File: src/hpcg_defs.svh
`ifndef HPCG_DEFS_SVH
`define HPCG_DEFS_SVH

// register indices on the plain register port
`define HPCG_ADDR_W 2
`define HPCG_IDX_DIR 2'h0
`define HPCG_IDX_LEVEL 2'h1
`define HPCG_IDX_ENABLE 2'h2
`define HPCG_IDX_STATUS 2'h3

`define HPCG_REG_W 16
`define HPCG_NPINS 9
`define HPCG_RESET_VAL 16'h0000
`define HPCG_USED_MASK 16'h01ff

// pin bit positions in direction / level registers
`define HPCG_BIT_INT 8
`define HPCG_BIT_CTL0 7
`define HPCG_BIT_CTL1 6
`define HPCG_BIT_BYTE_ID 5
`define HPCG_BIT_RW 4
`define HPCG_BIT_STROBE2 3
`define HPCG_BIT_STROBE1 2
`define HPCG_BIT_CS 1
`define HPCG_BIT_ADDR_STROBE 0

// group enable bit positions
`define HPCG_EN_INT 6
`define HPCG_EN_BYTE_ID 4
`define HPCG_EN_ADDR_STROBE 2
`define HPCG_EN_CTL 1
`define HPCG_EN_STROBE 0
`define HPCG_EN_MASK 16'h0057

// status register fields
`define HPCG_ST_MUX8 0
`define HPCG_ST_STRAP 1
`define HPCG_ST_BAD_EN0 2

`endif

File: src/hpcg_pkg.sv
package hpcg_pkg;
  `include "hpcg_defs.svh"

  typedef struct packed {
    logic [`HPCG_NPINS-1:0] level;
    logic [`HPCG_NPINS-1:0] oe;
  } hpcg_pin_drive_t;

  typedef struct packed {
    logic [`HPCG_ADDR_W-1:0] addr;
    logic [`HPCG_REG_W-1:0] wdata;
    logic wr;
    logic rd;
  } hpcg_bus_req_t;
endpackage
File: src/hpcg_gpio.sv
// The plain strobed port and the address map are this design's own decisions.
`timescale 1ns/10ps
// Behaviour
// (RQ1) each pin has its own direction bit, 0 input and 1 output
// (RQ2) input pin: level bit reads the pin, 0 low, 1 high
// (RQ3) input pin: writes to its level bit have no effect
// (RQ4) output pin: level bit written 0 drives low, 1 drives high
// (RQ5) pin settings act only when its group enable bit is set
// (RQ6) address strobe and byte-identify work only in 8-bit multiplexed mode
// (RQ7) chip select, strobes, read/write usable only while strap is low
// (RQ8) direction bits: 8 int, 7 ctl0, 6 ctl1, 5 byte-id, 4 rw, 3..0 strobes/cs/as
// (RQ9) level register uses the same bit-to-pin map
// (RQ10) software writes zero to reserved bits 15 to 9
// (RQ11) all bits read/write, reset to zero, pins start as inputs; the enable register keeps only bits 6, 4, 2, 1 and 0, status is read-only
// (RQ12) only the CPU port reaches the registers, not the host
// (RQ13) enable bits: 6 int, 4 byte-id, 2 addr strobe, 1 ctl, 0 strobe group
// (RQ14) software keeps enable bit 0 clear while the strap is high
module hpcg_gpio
  import hpcg_pkg::*;
(
  // clock and reset
  input wire logic clk_in,
  input wire logic rst_n_in,
  // cpu register port
  input wire logic [`HPCG_ADDR_W-1:0] addr_in,
  input wire logic [`HPCG_REG_W-1:0] wdata_in,
  input wire logic wr_in,
  input wire logic rd_in,
  output logic [`HPCG_REG_W-1:0] rdata_out,
  // mode and strap
  input wire logic mux8_mode_in,
  input wire logic port_enable_strap_in,
  // control pins
  input wire logic [`HPCG_NPINS-1:0] pin_in,
  output logic [`HPCG_NPINS-1:0] pin_out,
  output logic [`HPCG_NPINS-1:0] pin_oe_out,
  // which pins are currently general-purpose
  output logic [`HPCG_NPINS-1:0] pin_gpio_out
);
  // ****************************************
  // registers
  // ****************************************
  hpcg_bus_req_t req;
  logic [`HPCG_NPINS-1:0] control_pin_direction;
  logic [`HPCG_REG_W-1:0] pin_group_gpio_enable;
  logic [`HPCG_NPINS-1:0] level_bits;
  logic [`HPCG_NPINS-1:0] usable;
  hpcg_pin_drive_t drive;

  assign req = '{addr: addr_in, wdata: wdata_in, wr: wr_in, rd: rd_in};

  // registers sit only behind the cpu port; no host path exists
  always_ff @(posedge clk_in) begin
    if (!rst_n_in) begin
      control_pin_direction <= '0; // RQ11
    end else if (req.wr && req.addr == `HPCG_IDX_DIR) begin
      control_pin_direction <= req.wdata[`HPCG_NPINS-1:0]; // RQ1 RQ8 RQ12
    end
  end

  always_ff @(posedge clk_in) begin
    if (!rst_n_in) begin
      pin_group_gpio_enable <= `HPCG_RESET_VAL;
    end else if (req.wr && req.addr == `HPCG_IDX_ENABLE) begin
      pin_group_gpio_enable <= req.wdata & `HPCG_EN_MASK; // RQ13
    end
  end

  // ****************************************
  // pin usability
  // ****************************************
  logic en_int;
  logic en_byte;
  logic en_as;
  logic en_ctl;
  logic en_strobe;
  assign en_int = pin_group_gpio_enable[`HPCG_EN_INT];
  assign en_byte = pin_group_gpio_enable[`HPCG_EN_BYTE_ID] && mux8_mode_in; // RQ6
  assign en_as = pin_group_gpio_enable[`HPCG_EN_ADDR_STROBE] && mux8_mode_in; // RQ6
  assign en_ctl = pin_group_gpio_enable[`HPCG_EN_CTL];
  // strap high overrides a wrongly set bit 0 so the host port keeps its pins
  assign en_strobe = pin_group_gpio_enable[`HPCG_EN_STROBE] && !port_enable_strap_in; // RQ7 RQ14

  always_comb begin
    usable = '0;
    usable[`HPCG_BIT_INT] = en_int; // RQ13
    usable[`HPCG_BIT_CTL0] = en_ctl;
    usable[`HPCG_BIT_CTL1] = en_ctl;
    usable[`HPCG_BIT_BYTE_ID] = en_byte;
    usable[`HPCG_BIT_RW] = en_strobe;
    usable[`HPCG_BIT_STROBE2] = en_strobe;
    usable[`HPCG_BIT_STROBE1] = en_strobe;
    usable[`HPCG_BIT_CS] = en_strobe;
    usable[`HPCG_BIT_ADDR_STROBE] = en_as;
  end

  // ****************************************
  // per-pin cells
  // ****************************************
  genvar gi;
  generate
    for (gi = 0; gi < `HPCG_NPINS; gi = gi + 1) begin : g_pin
      hpcg_pin_cell u_cell (
        .clk_in(clk_in),
        .rst_n_in(rst_n_in),
        .usable_in(usable[gi]),
        .wr_in(req.wr && req.addr == `HPCG_IDX_LEVEL),
        .wdata_in(req.wdata[gi]),
        .dir_in(control_pin_direction[gi]),
        .pin_in(pin_in[gi]),
        .pin_out(drive.level[gi]),
        .pin_oe_out(drive.oe[gi]),
        .level_out(level_bits[gi])
      ); // RQ5 RQ9
    end
  endgenerate

  assign pin_out = drive.level;
  assign pin_oe_out = drive.oe;
  assign pin_gpio_out = usable;

  // ****************************************
  // read data
  // ****************************************
  logic [`HPCG_REG_W-1:0] next_rdata;
  always_comb begin
    next_rdata = '0;
    unique case (req.addr)
      `HPCG_IDX_DIR: begin
        next_rdata[`HPCG_NPINS-1:0] = control_pin_direction;
      end
      `HPCG_IDX_LEVEL: begin
        next_rdata[`HPCG_NPINS-1:0] = level_bits; // RQ2 RQ9
      end
      `HPCG_IDX_ENABLE: begin
        next_rdata = pin_group_gpio_enable;
      end
      `HPCG_IDX_STATUS: begin
        next_rdata[`HPCG_ST_MUX8] = mux8_mode_in;
        next_rdata[`HPCG_ST_STRAP] = port_enable_strap_in;
        next_rdata[`HPCG_ST_BAD_EN0] =
          pin_group_gpio_enable[`HPCG_EN_STROBE] && port_enable_strap_in; // RQ14
      end
    endcase
  end

  always_ff @(posedge clk_in) begin
    if (!rst_n_in) begin
      rdata_out <= '0;
    end else if (req.rd) begin
      rdata_out <= next_rdata;
    end else begin
      rdata_out <= '0;
    end
  end
endmodule

File: src/hpcg_pin_cell.sv
`timescale 1ns/10ps
module hpcg_pin_cell
  import hpcg_pkg::*;
(
  // clock and reset
  input wire logic clk_in,
  input wire logic rst_n_in,
  // control
  input wire logic usable_in,
  input wire logic wr_in,
  input wire logic wdata_in,
  input wire logic dir_in,
  // pin
  input wire logic pin_in,
  output logic pin_out,
  output logic pin_oe_out,
  // readback
  output logic level_out
);
  logic latch;

  // output latch only loads when the direction bit selects output, even while the pin is not usable
  always_ff @(posedge clk_in) begin
    if (!rst_n_in) begin
      latch <= 1'b0; // RQ11
    end else if (wr_in && dir_in) begin
      latch <= wdata_in; // RQ3 RQ4
    end
  end

  assign pin_out = latch; // RQ4
  assign pin_oe_out = usable_in && dir_in; // RQ1 RQ5
  // input pins report the live level, outputs read back the latch
  assign level_out = dir_in ? latch : pin_in; // RQ2 RQ9
endmodule

File: config.mk
export PLATFORM = sky130hd
export DESIGN_NAME = hpcg_gpio
export DESIGN_NICKNAME = d
export VERILOG_FILES = /design/src/hpcg_pkg.sv /design/src/hpcg_gpio.sv /design/src/hpcg_pin_cell.sv
export VERILOG_INCLUDE_DIRS = /design/src
export SDC_FILE = /design/constraint.sdc
export NUM_CORES = 1
export LEC_CHECK = 0
export ABC_AREA = 1
export BUFFER_PORTS_ARGS = -buffer_cell sky130_fd_sc_hd__buf_4
export CAP_MARGIN = 20
export CORE_ASPECT_RATIO = 1.2
export CORE_UTILIZATION = 52
export DETAILED_ROUTE_END_ITERATION = 8
export HOLD_SLACK_MARGIN = 0.08
export MAX_ROUTING_LAYER = met4
export PLACE_DENSITY_LB_ADDON = 0.08
export SETUP_SLACK_MARGIN = 0.3
export SLEW_MARGIN = 20
export SYNTH_ARGS = -nofsm -noshare
export SYNTH_HDL_FRONTEND = slang
export SYNTH_SLANG_ARGS = --single-unit
File: constraint.sdc
create_clock -name clk_in -period 2.1 [get_ports clk_in]
set_clock_uncertainty 0.15 [all_clocks]
set_input_delay 0.42 -clock clk_in [delete_from_list [all_inputs] [get_ports clk_in]]
set_output_delay 0.42 -clock clk_in [all_outputs]
set_load 0.02 [all_outputs]
==> results of run 1 <==
-- layout by cell type (no fill, tap or decap) --
master and n:
a21oi_1 9, buf_4 61, bufinv_16 1, clkbuf_8 5, clkinv_2 1, clkinv_4 1, clkinvlp_4 1, conb_1 7
dfxtp_1 31, dfxtp_2 1, inv_1 31, inv_2 3, inv_4 1, nand2_1 59, nand2_4 1, nand3_1 10
nand3_4 1, nand4_1 9, nor2_1 59, nor2_4 2, nor2_8 1, o21ai_0 12, o21ai_1 5
-- timing repair --
action / in CTS / in global routing
setup buffers: 0 / 0
endpoints found under the setup margin: 4 / 4
gates resized for setup: 2 / 2
-- area by class of cell --
cell class | count | area, um2 | area share (%)
Tap cell | 37 | 46.3 | 2.13
Clock buffer | 5 | 68.8 | 3.16
Inverter | 36 | 143 | 6.55
Clock inverter | 3 | 42.5 | 1.95
Multi-Input combinational cell | 175 | 777 | 35.7
Timing Repair Buffer | 61 | 458 | 21.0
Sequential cell | 32 | 642 | 29.5
-- worst min-delay path, delay by kind of cell --
| family | cells | cell delay, ps |
|---|---|---|
| and+or+nand+nor | 2 | 110 |
| buffers and inverters | 1 | 80 |
-- through the flow --
| stage | instance area, um2 | instances | utilization (%) | setup WS, ps |
|---|---|---|---|---|
| 3_3_place_gp | 2060 | 341 | 61.1 | 368 |
| 5_1_grt | 2180 | 349 | 64.7 | 322 |
| 3_5_place_dp | 2060 | 341 | 61.1 | 312 |
| 2_1_floorplan | 1870 | 284 | - | 565 |
| 6_report | 2180 | 349 | 64.7 | 398 |
| 4_1_cts | 2180 | 349 | 64.6 | 301 |
-- flip-flops by register name, summed over array words and instances (netlist names) --
name and count:
control_pin_direction 9, g_pin.u_cell.pin_out 9, pin_group_gpio_enable 5, rdata_out 9
-- path summary, 6_finish.rpt --
kind,start,endpoint,slack [ps]
setup / recovery,pin_group_gpio_enable[0],pin_oe_out[3],400
hold / removal,wdata_in[3],g_pin[3].u_cell.pin_out,200
setup reg to reg,pin_group_gpio_enable[0],rdata_out[0],1100
hold reg to reg,control_pin_direction[7],rdata_out[7],360
-- logic make-up (layout without fill, tap and decap cells) --
| group | after synthesis | in the layout |
|---|---|---|
| compound gates | 26 | 26 |
| buf+inv | 77 | 105 |
| flops | 32 | 32 |
| other cells | 1 | 7 |
| simple gates | 142 | 142 |
-- power breakdown --
| part | internal [uW] | total [uW] | switching [uW] |
|---|---|---|---|
| registers | 628 | 646 | 18.5 |
| clock network | 351 | 595 | 244 |
| logic | 80.0 | 206 | 126 |
-- per-layer routing --
metal | up-vias | share of wire, % | GRT usage, %
li1 | 881 | - | -
met1 | 702 | 44 | 23.7
met2 | 44 | 50 | 38.8
met3 | 7 | 4.4 | 4.98
met4 | 0 | 1.8 | 10.1
met5 | - | 0 | -
==> reports/results.tsv, run 1 <==
stage	metric	value	unit
synthesis	synth top area cells	dfxtp_1 (35%), buf_4 (14%), nor2_1 (12%)	
clocking	clk buf depth	2	
die	io pins	76	
clocking	clk_lat worst skew	290	ps
clocking	root buf cell	clkbuf_8	
place	RePlAce Congestion	0.786	
die	Die W	56.4	um
power	Lkg Pwr	0.00112	uW
route	DR vias	1634	
synthesis	FF+latch count, synth	32	
place	PortBufs	61	
clocking	number of buffers created by CTS	5	
synthesis	commonest cells in the netlist	nor2_1 (60), nand2_1 (59), buf_4 (35)	
layout	Nets	344	
synthesis	ys async rst share	0	%
clocking	depth of the CTS H-tree	2	
outcome	status	finished clean	
synthesis	mux contribution to synthesized area	0	%
sta	Final Hold Viols	0	
clocking	Worst-path clk slew	70	ps
route	antenna-violating nets left	0	
synthesis	post-synth top area share	34.7	%
sta	RSZ-0062 raised after global routing	no	
layout	layout cells sized above 1	25.6	%
layout	Fillers	343	
layout	Ant. Diodes	0	
sta	Setup-failing EPs final	0	
worst_setup_path	critical path peak fanout	5	
worst_setup_path	Critical Path RT	1530	ps
place	post-DP HPWL	2800	um
synthesis	EDFF count, synth	0	
die	row cnt	23	
sta	crit path time final	1700	ps
synthesis	Top FF cell, synth	dfxtp_1	
synthesis	Syn Inst Count	278	
worst_setup_path	CP Launch Type	flip-flop	
global_routing	total congestion overflow	0	
worst_setup_path	critical path type	reg2out	
clocking	number of hold buffers added after CTS	0	
synthesis	Yosys cell types	21	
worst_setup_path	WP depth	5	
global_routing	GRT Total Usage	22.0	%
sta	period utilisation layout	81.0	%
route	WL final	3950	um
worst_hold_path	hold path depth	3	
worst_setup_path	CP Cell Sequence	inv_1, nor2_4, inv_2, nor2_1, buf_4	
synthesis	count leader, synth	nor2_1	
global_routing	largest net degree at the start of global routing	25	
worst_setup_path	crit end category	output port	
die	initial core utilization	54.8	%
power	Pwr per Cell Area	665	mW/mm2
sta	worst hold slack	205	ps
synthesis	post-synth top area cell	dfxtp_1	
worst_setup_path	WP data arrival	1130	ps
synthesis	Synth Area per Inst	6.64	um2
worst_hold_path	worst hold path type	in2reg	
route	Avg WL per Cell	11.3	um
synthesis	Cell Area, Synth	0.00185	mm2
synthesis	sequential fraction of the synthesis area	34.7	%
route	vias per cell	4.68	
power	Pwr Total	1450	uW
clocking	CTS sink cnt	32	
global_routing	first-pass GRT wire length	6110	um
worst_setup_path	critical path's largest stage delay	340	ps
route	DRT iter0 DRCs	33	
clocking	CTS tree	built	
worst_setup_path	R2R depth	6	
synthesis	largest family of logic cells by synthesized area	simple AND/OR/NAND/NOR gates	
power	peak supply drop	0.601	mV
synthesis	post-synthesis compound-gate area fraction	7.05	%
synthesis	Yosys warnings	0	
sta	Slew Limit Fails	0	
sta	Sum Neg Setup Slack	0	ps
layout	area grow syn2layout	17.9	%
die	height of the die	67.3	um
route	Remaining DRCs	0	
die	total core area	0.00337	mm2
flow_run	max-cap violation count	0	
synthesis	simple-gate portion of the synthesized area	33.2	%
sta	Peak Freq	0.588	GHz
worst_setup_path	delay-heaviest family, CP	flip-flops	
worst_setup_path	WP buf/inv	3	
synthesis	Post-Synth XOR/XNOR Area	0	%
synthesis	Synth Area in Adders	0	%
route	drt pass-1 iters	4	
global_routing	vias in the first global route	1377	
worst_setup_path	slowest CP cell	dfxtp_2	
die	die area	0.00379	mm2
global_routing	initial antenna violation count	0	
(Power assumes the default switching activity.)
==> run 2: changes to the inputs <==
--- a/config.mk
+++ b/config.mk
@@ -10,7 +10,7 @@
 export BUFFER_PORTS_ARGS = -buffer_cell sky130_fd_sc_hd__buf_4
 export CAP_MARGIN = 20
 export CORE_ASPECT_RATIO = 1.2
-export CORE_UTILIZATION = 52
+export CORE_UTILIZATION = 48
 export DETAILED_ROUTE_END_ITERATION = 8
 export HOLD_SLACK_MARGIN = 0.08
 export MAX_ROUTING_LAYER = met4
==> constraint.sdc (replaced) <==
create_clock -name clk_in -period 1.73 [get_ports clk_in]
set_clock_uncertainty 0.15 [all_clocks]
set_input_delay 0.346 -clock clk_in [delete_from_list [all_inputs] [get_ports clk_in]]
set_output_delay 0.346 -clock clk_in [all_outputs]
set_load 0.02 [all_outputs]
==> run 2 against run 1 <==
Effect of this change: via count is 1.9% higher; final area is 4.1% higher; flip-flop and latch count did not move; worst hold slack worse by 62 ps; critical path depth unchanged; core utilization is 2.8 points lower; cell count increased by 6.3%; register-to-register slack got worse by 470 ps; highest routed layer unchanged.
==> reports/results.tsv, run 2 (synthesis results as in run 1) <==
stage	metric	value	unit
sta	RSZ-0062 raised after global routing	yes	
worst_setup_path	WP buf/inv	3	
sta	worst setup margin	182	ps
place	Post-DP Area	0.00210	mm2
global_routing	first-pass GRT wire length	6490	um
clocking	number of buffers created by CTS	5	
worst_hold_path	hold path depth	3	
die	total core area	0.00366	mm2
die	die area	0.00410	mm2
sta	Final Hold Viols	0	
route	vias per cell	4.49	
sta	period utilisation layout	89.5	%
sta	Slew Limit Fails	0	
sta	crit path time final	1550	ps
sta	Peak Freq	0.646	GHz
route	DRT iter0 DRCs	55	
worst_setup_path	R2R depth	6	
clocking	clk_lat worst skew	280	ps
place	PortBufs	61	
route	Remaining DRCs	0	
global_routing	total congestion overflow	0	
worst_setup_path	RR Startpoint	pin_group_gpio_enable[0]	
clocking	depth of the CTS H-tree	2	
die	row cnt	24	
layout	most frequent cells in the layout	buf_4 (65), nor2_1 (58), nand2_1 (57), inv_1 (30), dfxtp_1 (22)	
global_routing	vias in the first global route	1403	
worst_setup_path	r2r setup slk	630	ps
place	RePlAce Congestion	0.768	
sta	Sum Neg Setup Slack	0	ps
clocking	CTS tree	built	
route	DR vias	1665	
layout	final instance area	0.00227	mm2
place	post-DP HPWL	2800	um
worst_setup_path	CP Launch Type	flip-flop	
layout	non-filler instance count after layout	371	
worst_hold_path	Hold EP	g_pin[5].u_cell.pin_out	
die	io pins	76	
clocking	CTS sink cnt	32	
worst_hold_path	min-delay src	wdata_in[5]	
global_routing	largest net degree at the start of global routing	24	
route	drt pass-1 iters	4	
route	Avg WL per Cell	10.9	um
layout	area grow syn2layout	22.8	%
worst_hold_path	worst hold path type	in2reg	
worst_setup_path	crit end category	output port	
worst_setup_path	critical path type	reg2out	
worst_setup_path	slowest CP cell	dfxtp_2	
layout	Nets	351	
layout	Ant. Diodes	0	
sta	Setup-failing EPs final	0	
clocking	Worst-path clk slew	60	ps
layout	layout cells sized above 1	30.7	%
clocking	number of hold buffers added after CTS	0	
place	placed cell count	359	
die	initial core utilization	50.4	%
worst_setup_path	WP depth	5	
layout	most common cell after layout, fill and taps aside	buf_4	
power	Pwr Total	1640	uW
worst_setup_path	Top cell by count, worst path	inv_2	
worst_setup_path	delay-heaviest family, CP	flip-flops	
global_routing	GRT Total Usage	21.7	%
route	WL final	4050	um
layout	Fillers	367	
worst_setup_path	WP data arrival	1050	ps
worst_setup_path	critical path's largest stage delay	340	ps
die	Die W	58.6	um
clocking	root buf cell	clkbuf_8	
power	Pwr per Cell Area	721	mW/mm2
worst_setup_path	CP Cell Sequence	inv_2, nor2_4, inv_2, nor2_1, buf_4	
flow_run	max-cap violation count	0	
outcome	status	finished clean	
place	dpl ws	251	ps
die	height of the die	70.0	um
route	antenna-violating nets left	0	
worst_setup_path	Critical Path RT	1230	ps
power	peak supply drop	0.465	mV
worst_setup_path	RR Endpoint	rdata_out[2]	
clocking	clk buf depth	2	
power	Lkg Pwr	0.00116	uW
worst_setup_path	critical path peak fanout	4	
global_routing	initial antenna violation count	0	
run 2: cell type report:
type	instances	area, um2	area share [%]
inverter	36	143	6.29
timing repair buffer	68	522	23.0
clock buffer	8	90.1	3.97
tap	52	65.1	2.87
multi-input combinational	175	785	34.6
sequential	32	663	29.2
run 2: worst register-to-register path: stages (launching register included):
cell,delay [ps]
dfxtp_2,330
buf_4,120
buf_4,130
nand2_1,50
nor2_1,40
nor2_1,110
a21oi_1,70
run 2: where the power goes:
group / internal, uW / switching (uW) / total [uW]
logic: 108 / 158 / 266
clock network: 324 / 262 / 586
registers: 761 / 21.8 / 783
total: 1190 / 442 / 1640
run 2: timing repair:
action,in CTS,in global routing
gates cloned,0,0
pin swaps,2,4
setup endpoints to repair,13,13
resized for setup,14,10
buffers inserted,2,2
run 2: through the flow:
stage,utilization (%),hold slack (ps)
finish,61.9,143
global route,61.9,153
CTS,60.8,144
detailed placement,57.3,343
global placement,57.3,339
floorplan,-,315
run 2: worst max-delay path by stage:
| stage | to | startpoint | slack (ps) |
|---|---|---|---|
| after detailed placement | pin_oe_out[3] | port_enable_strap_in | 250 |
| after global placement | pin_oe_out[3] | port_enable_strap_in | 260 |
| after floorplan | pin_oe_out[1] | pin_group_gpio_enable[0] | 330 |
| after CTS | pin_oe_out[3] | pin_group_gpio_enable[0] | 150 |
| final | pin_oe_out[4] | pin_group_gpio_enable[0] | 180 |
| after global routing | pin_oe_out[2] | pin_group_gpio_enable[0] | 130 |
run 2: routing by layer:
layer | share of wire [%] | vias to the layer above | track usage, %
met5 | 0 | - | -
met4 | 1.1 | 0 | 6.35
met3 | 4.7 | 6 | 5.56
met2 | 50 | 49 | 35.5
met1 | 44 | 712 | 26.1
li1 | - | 898 | -
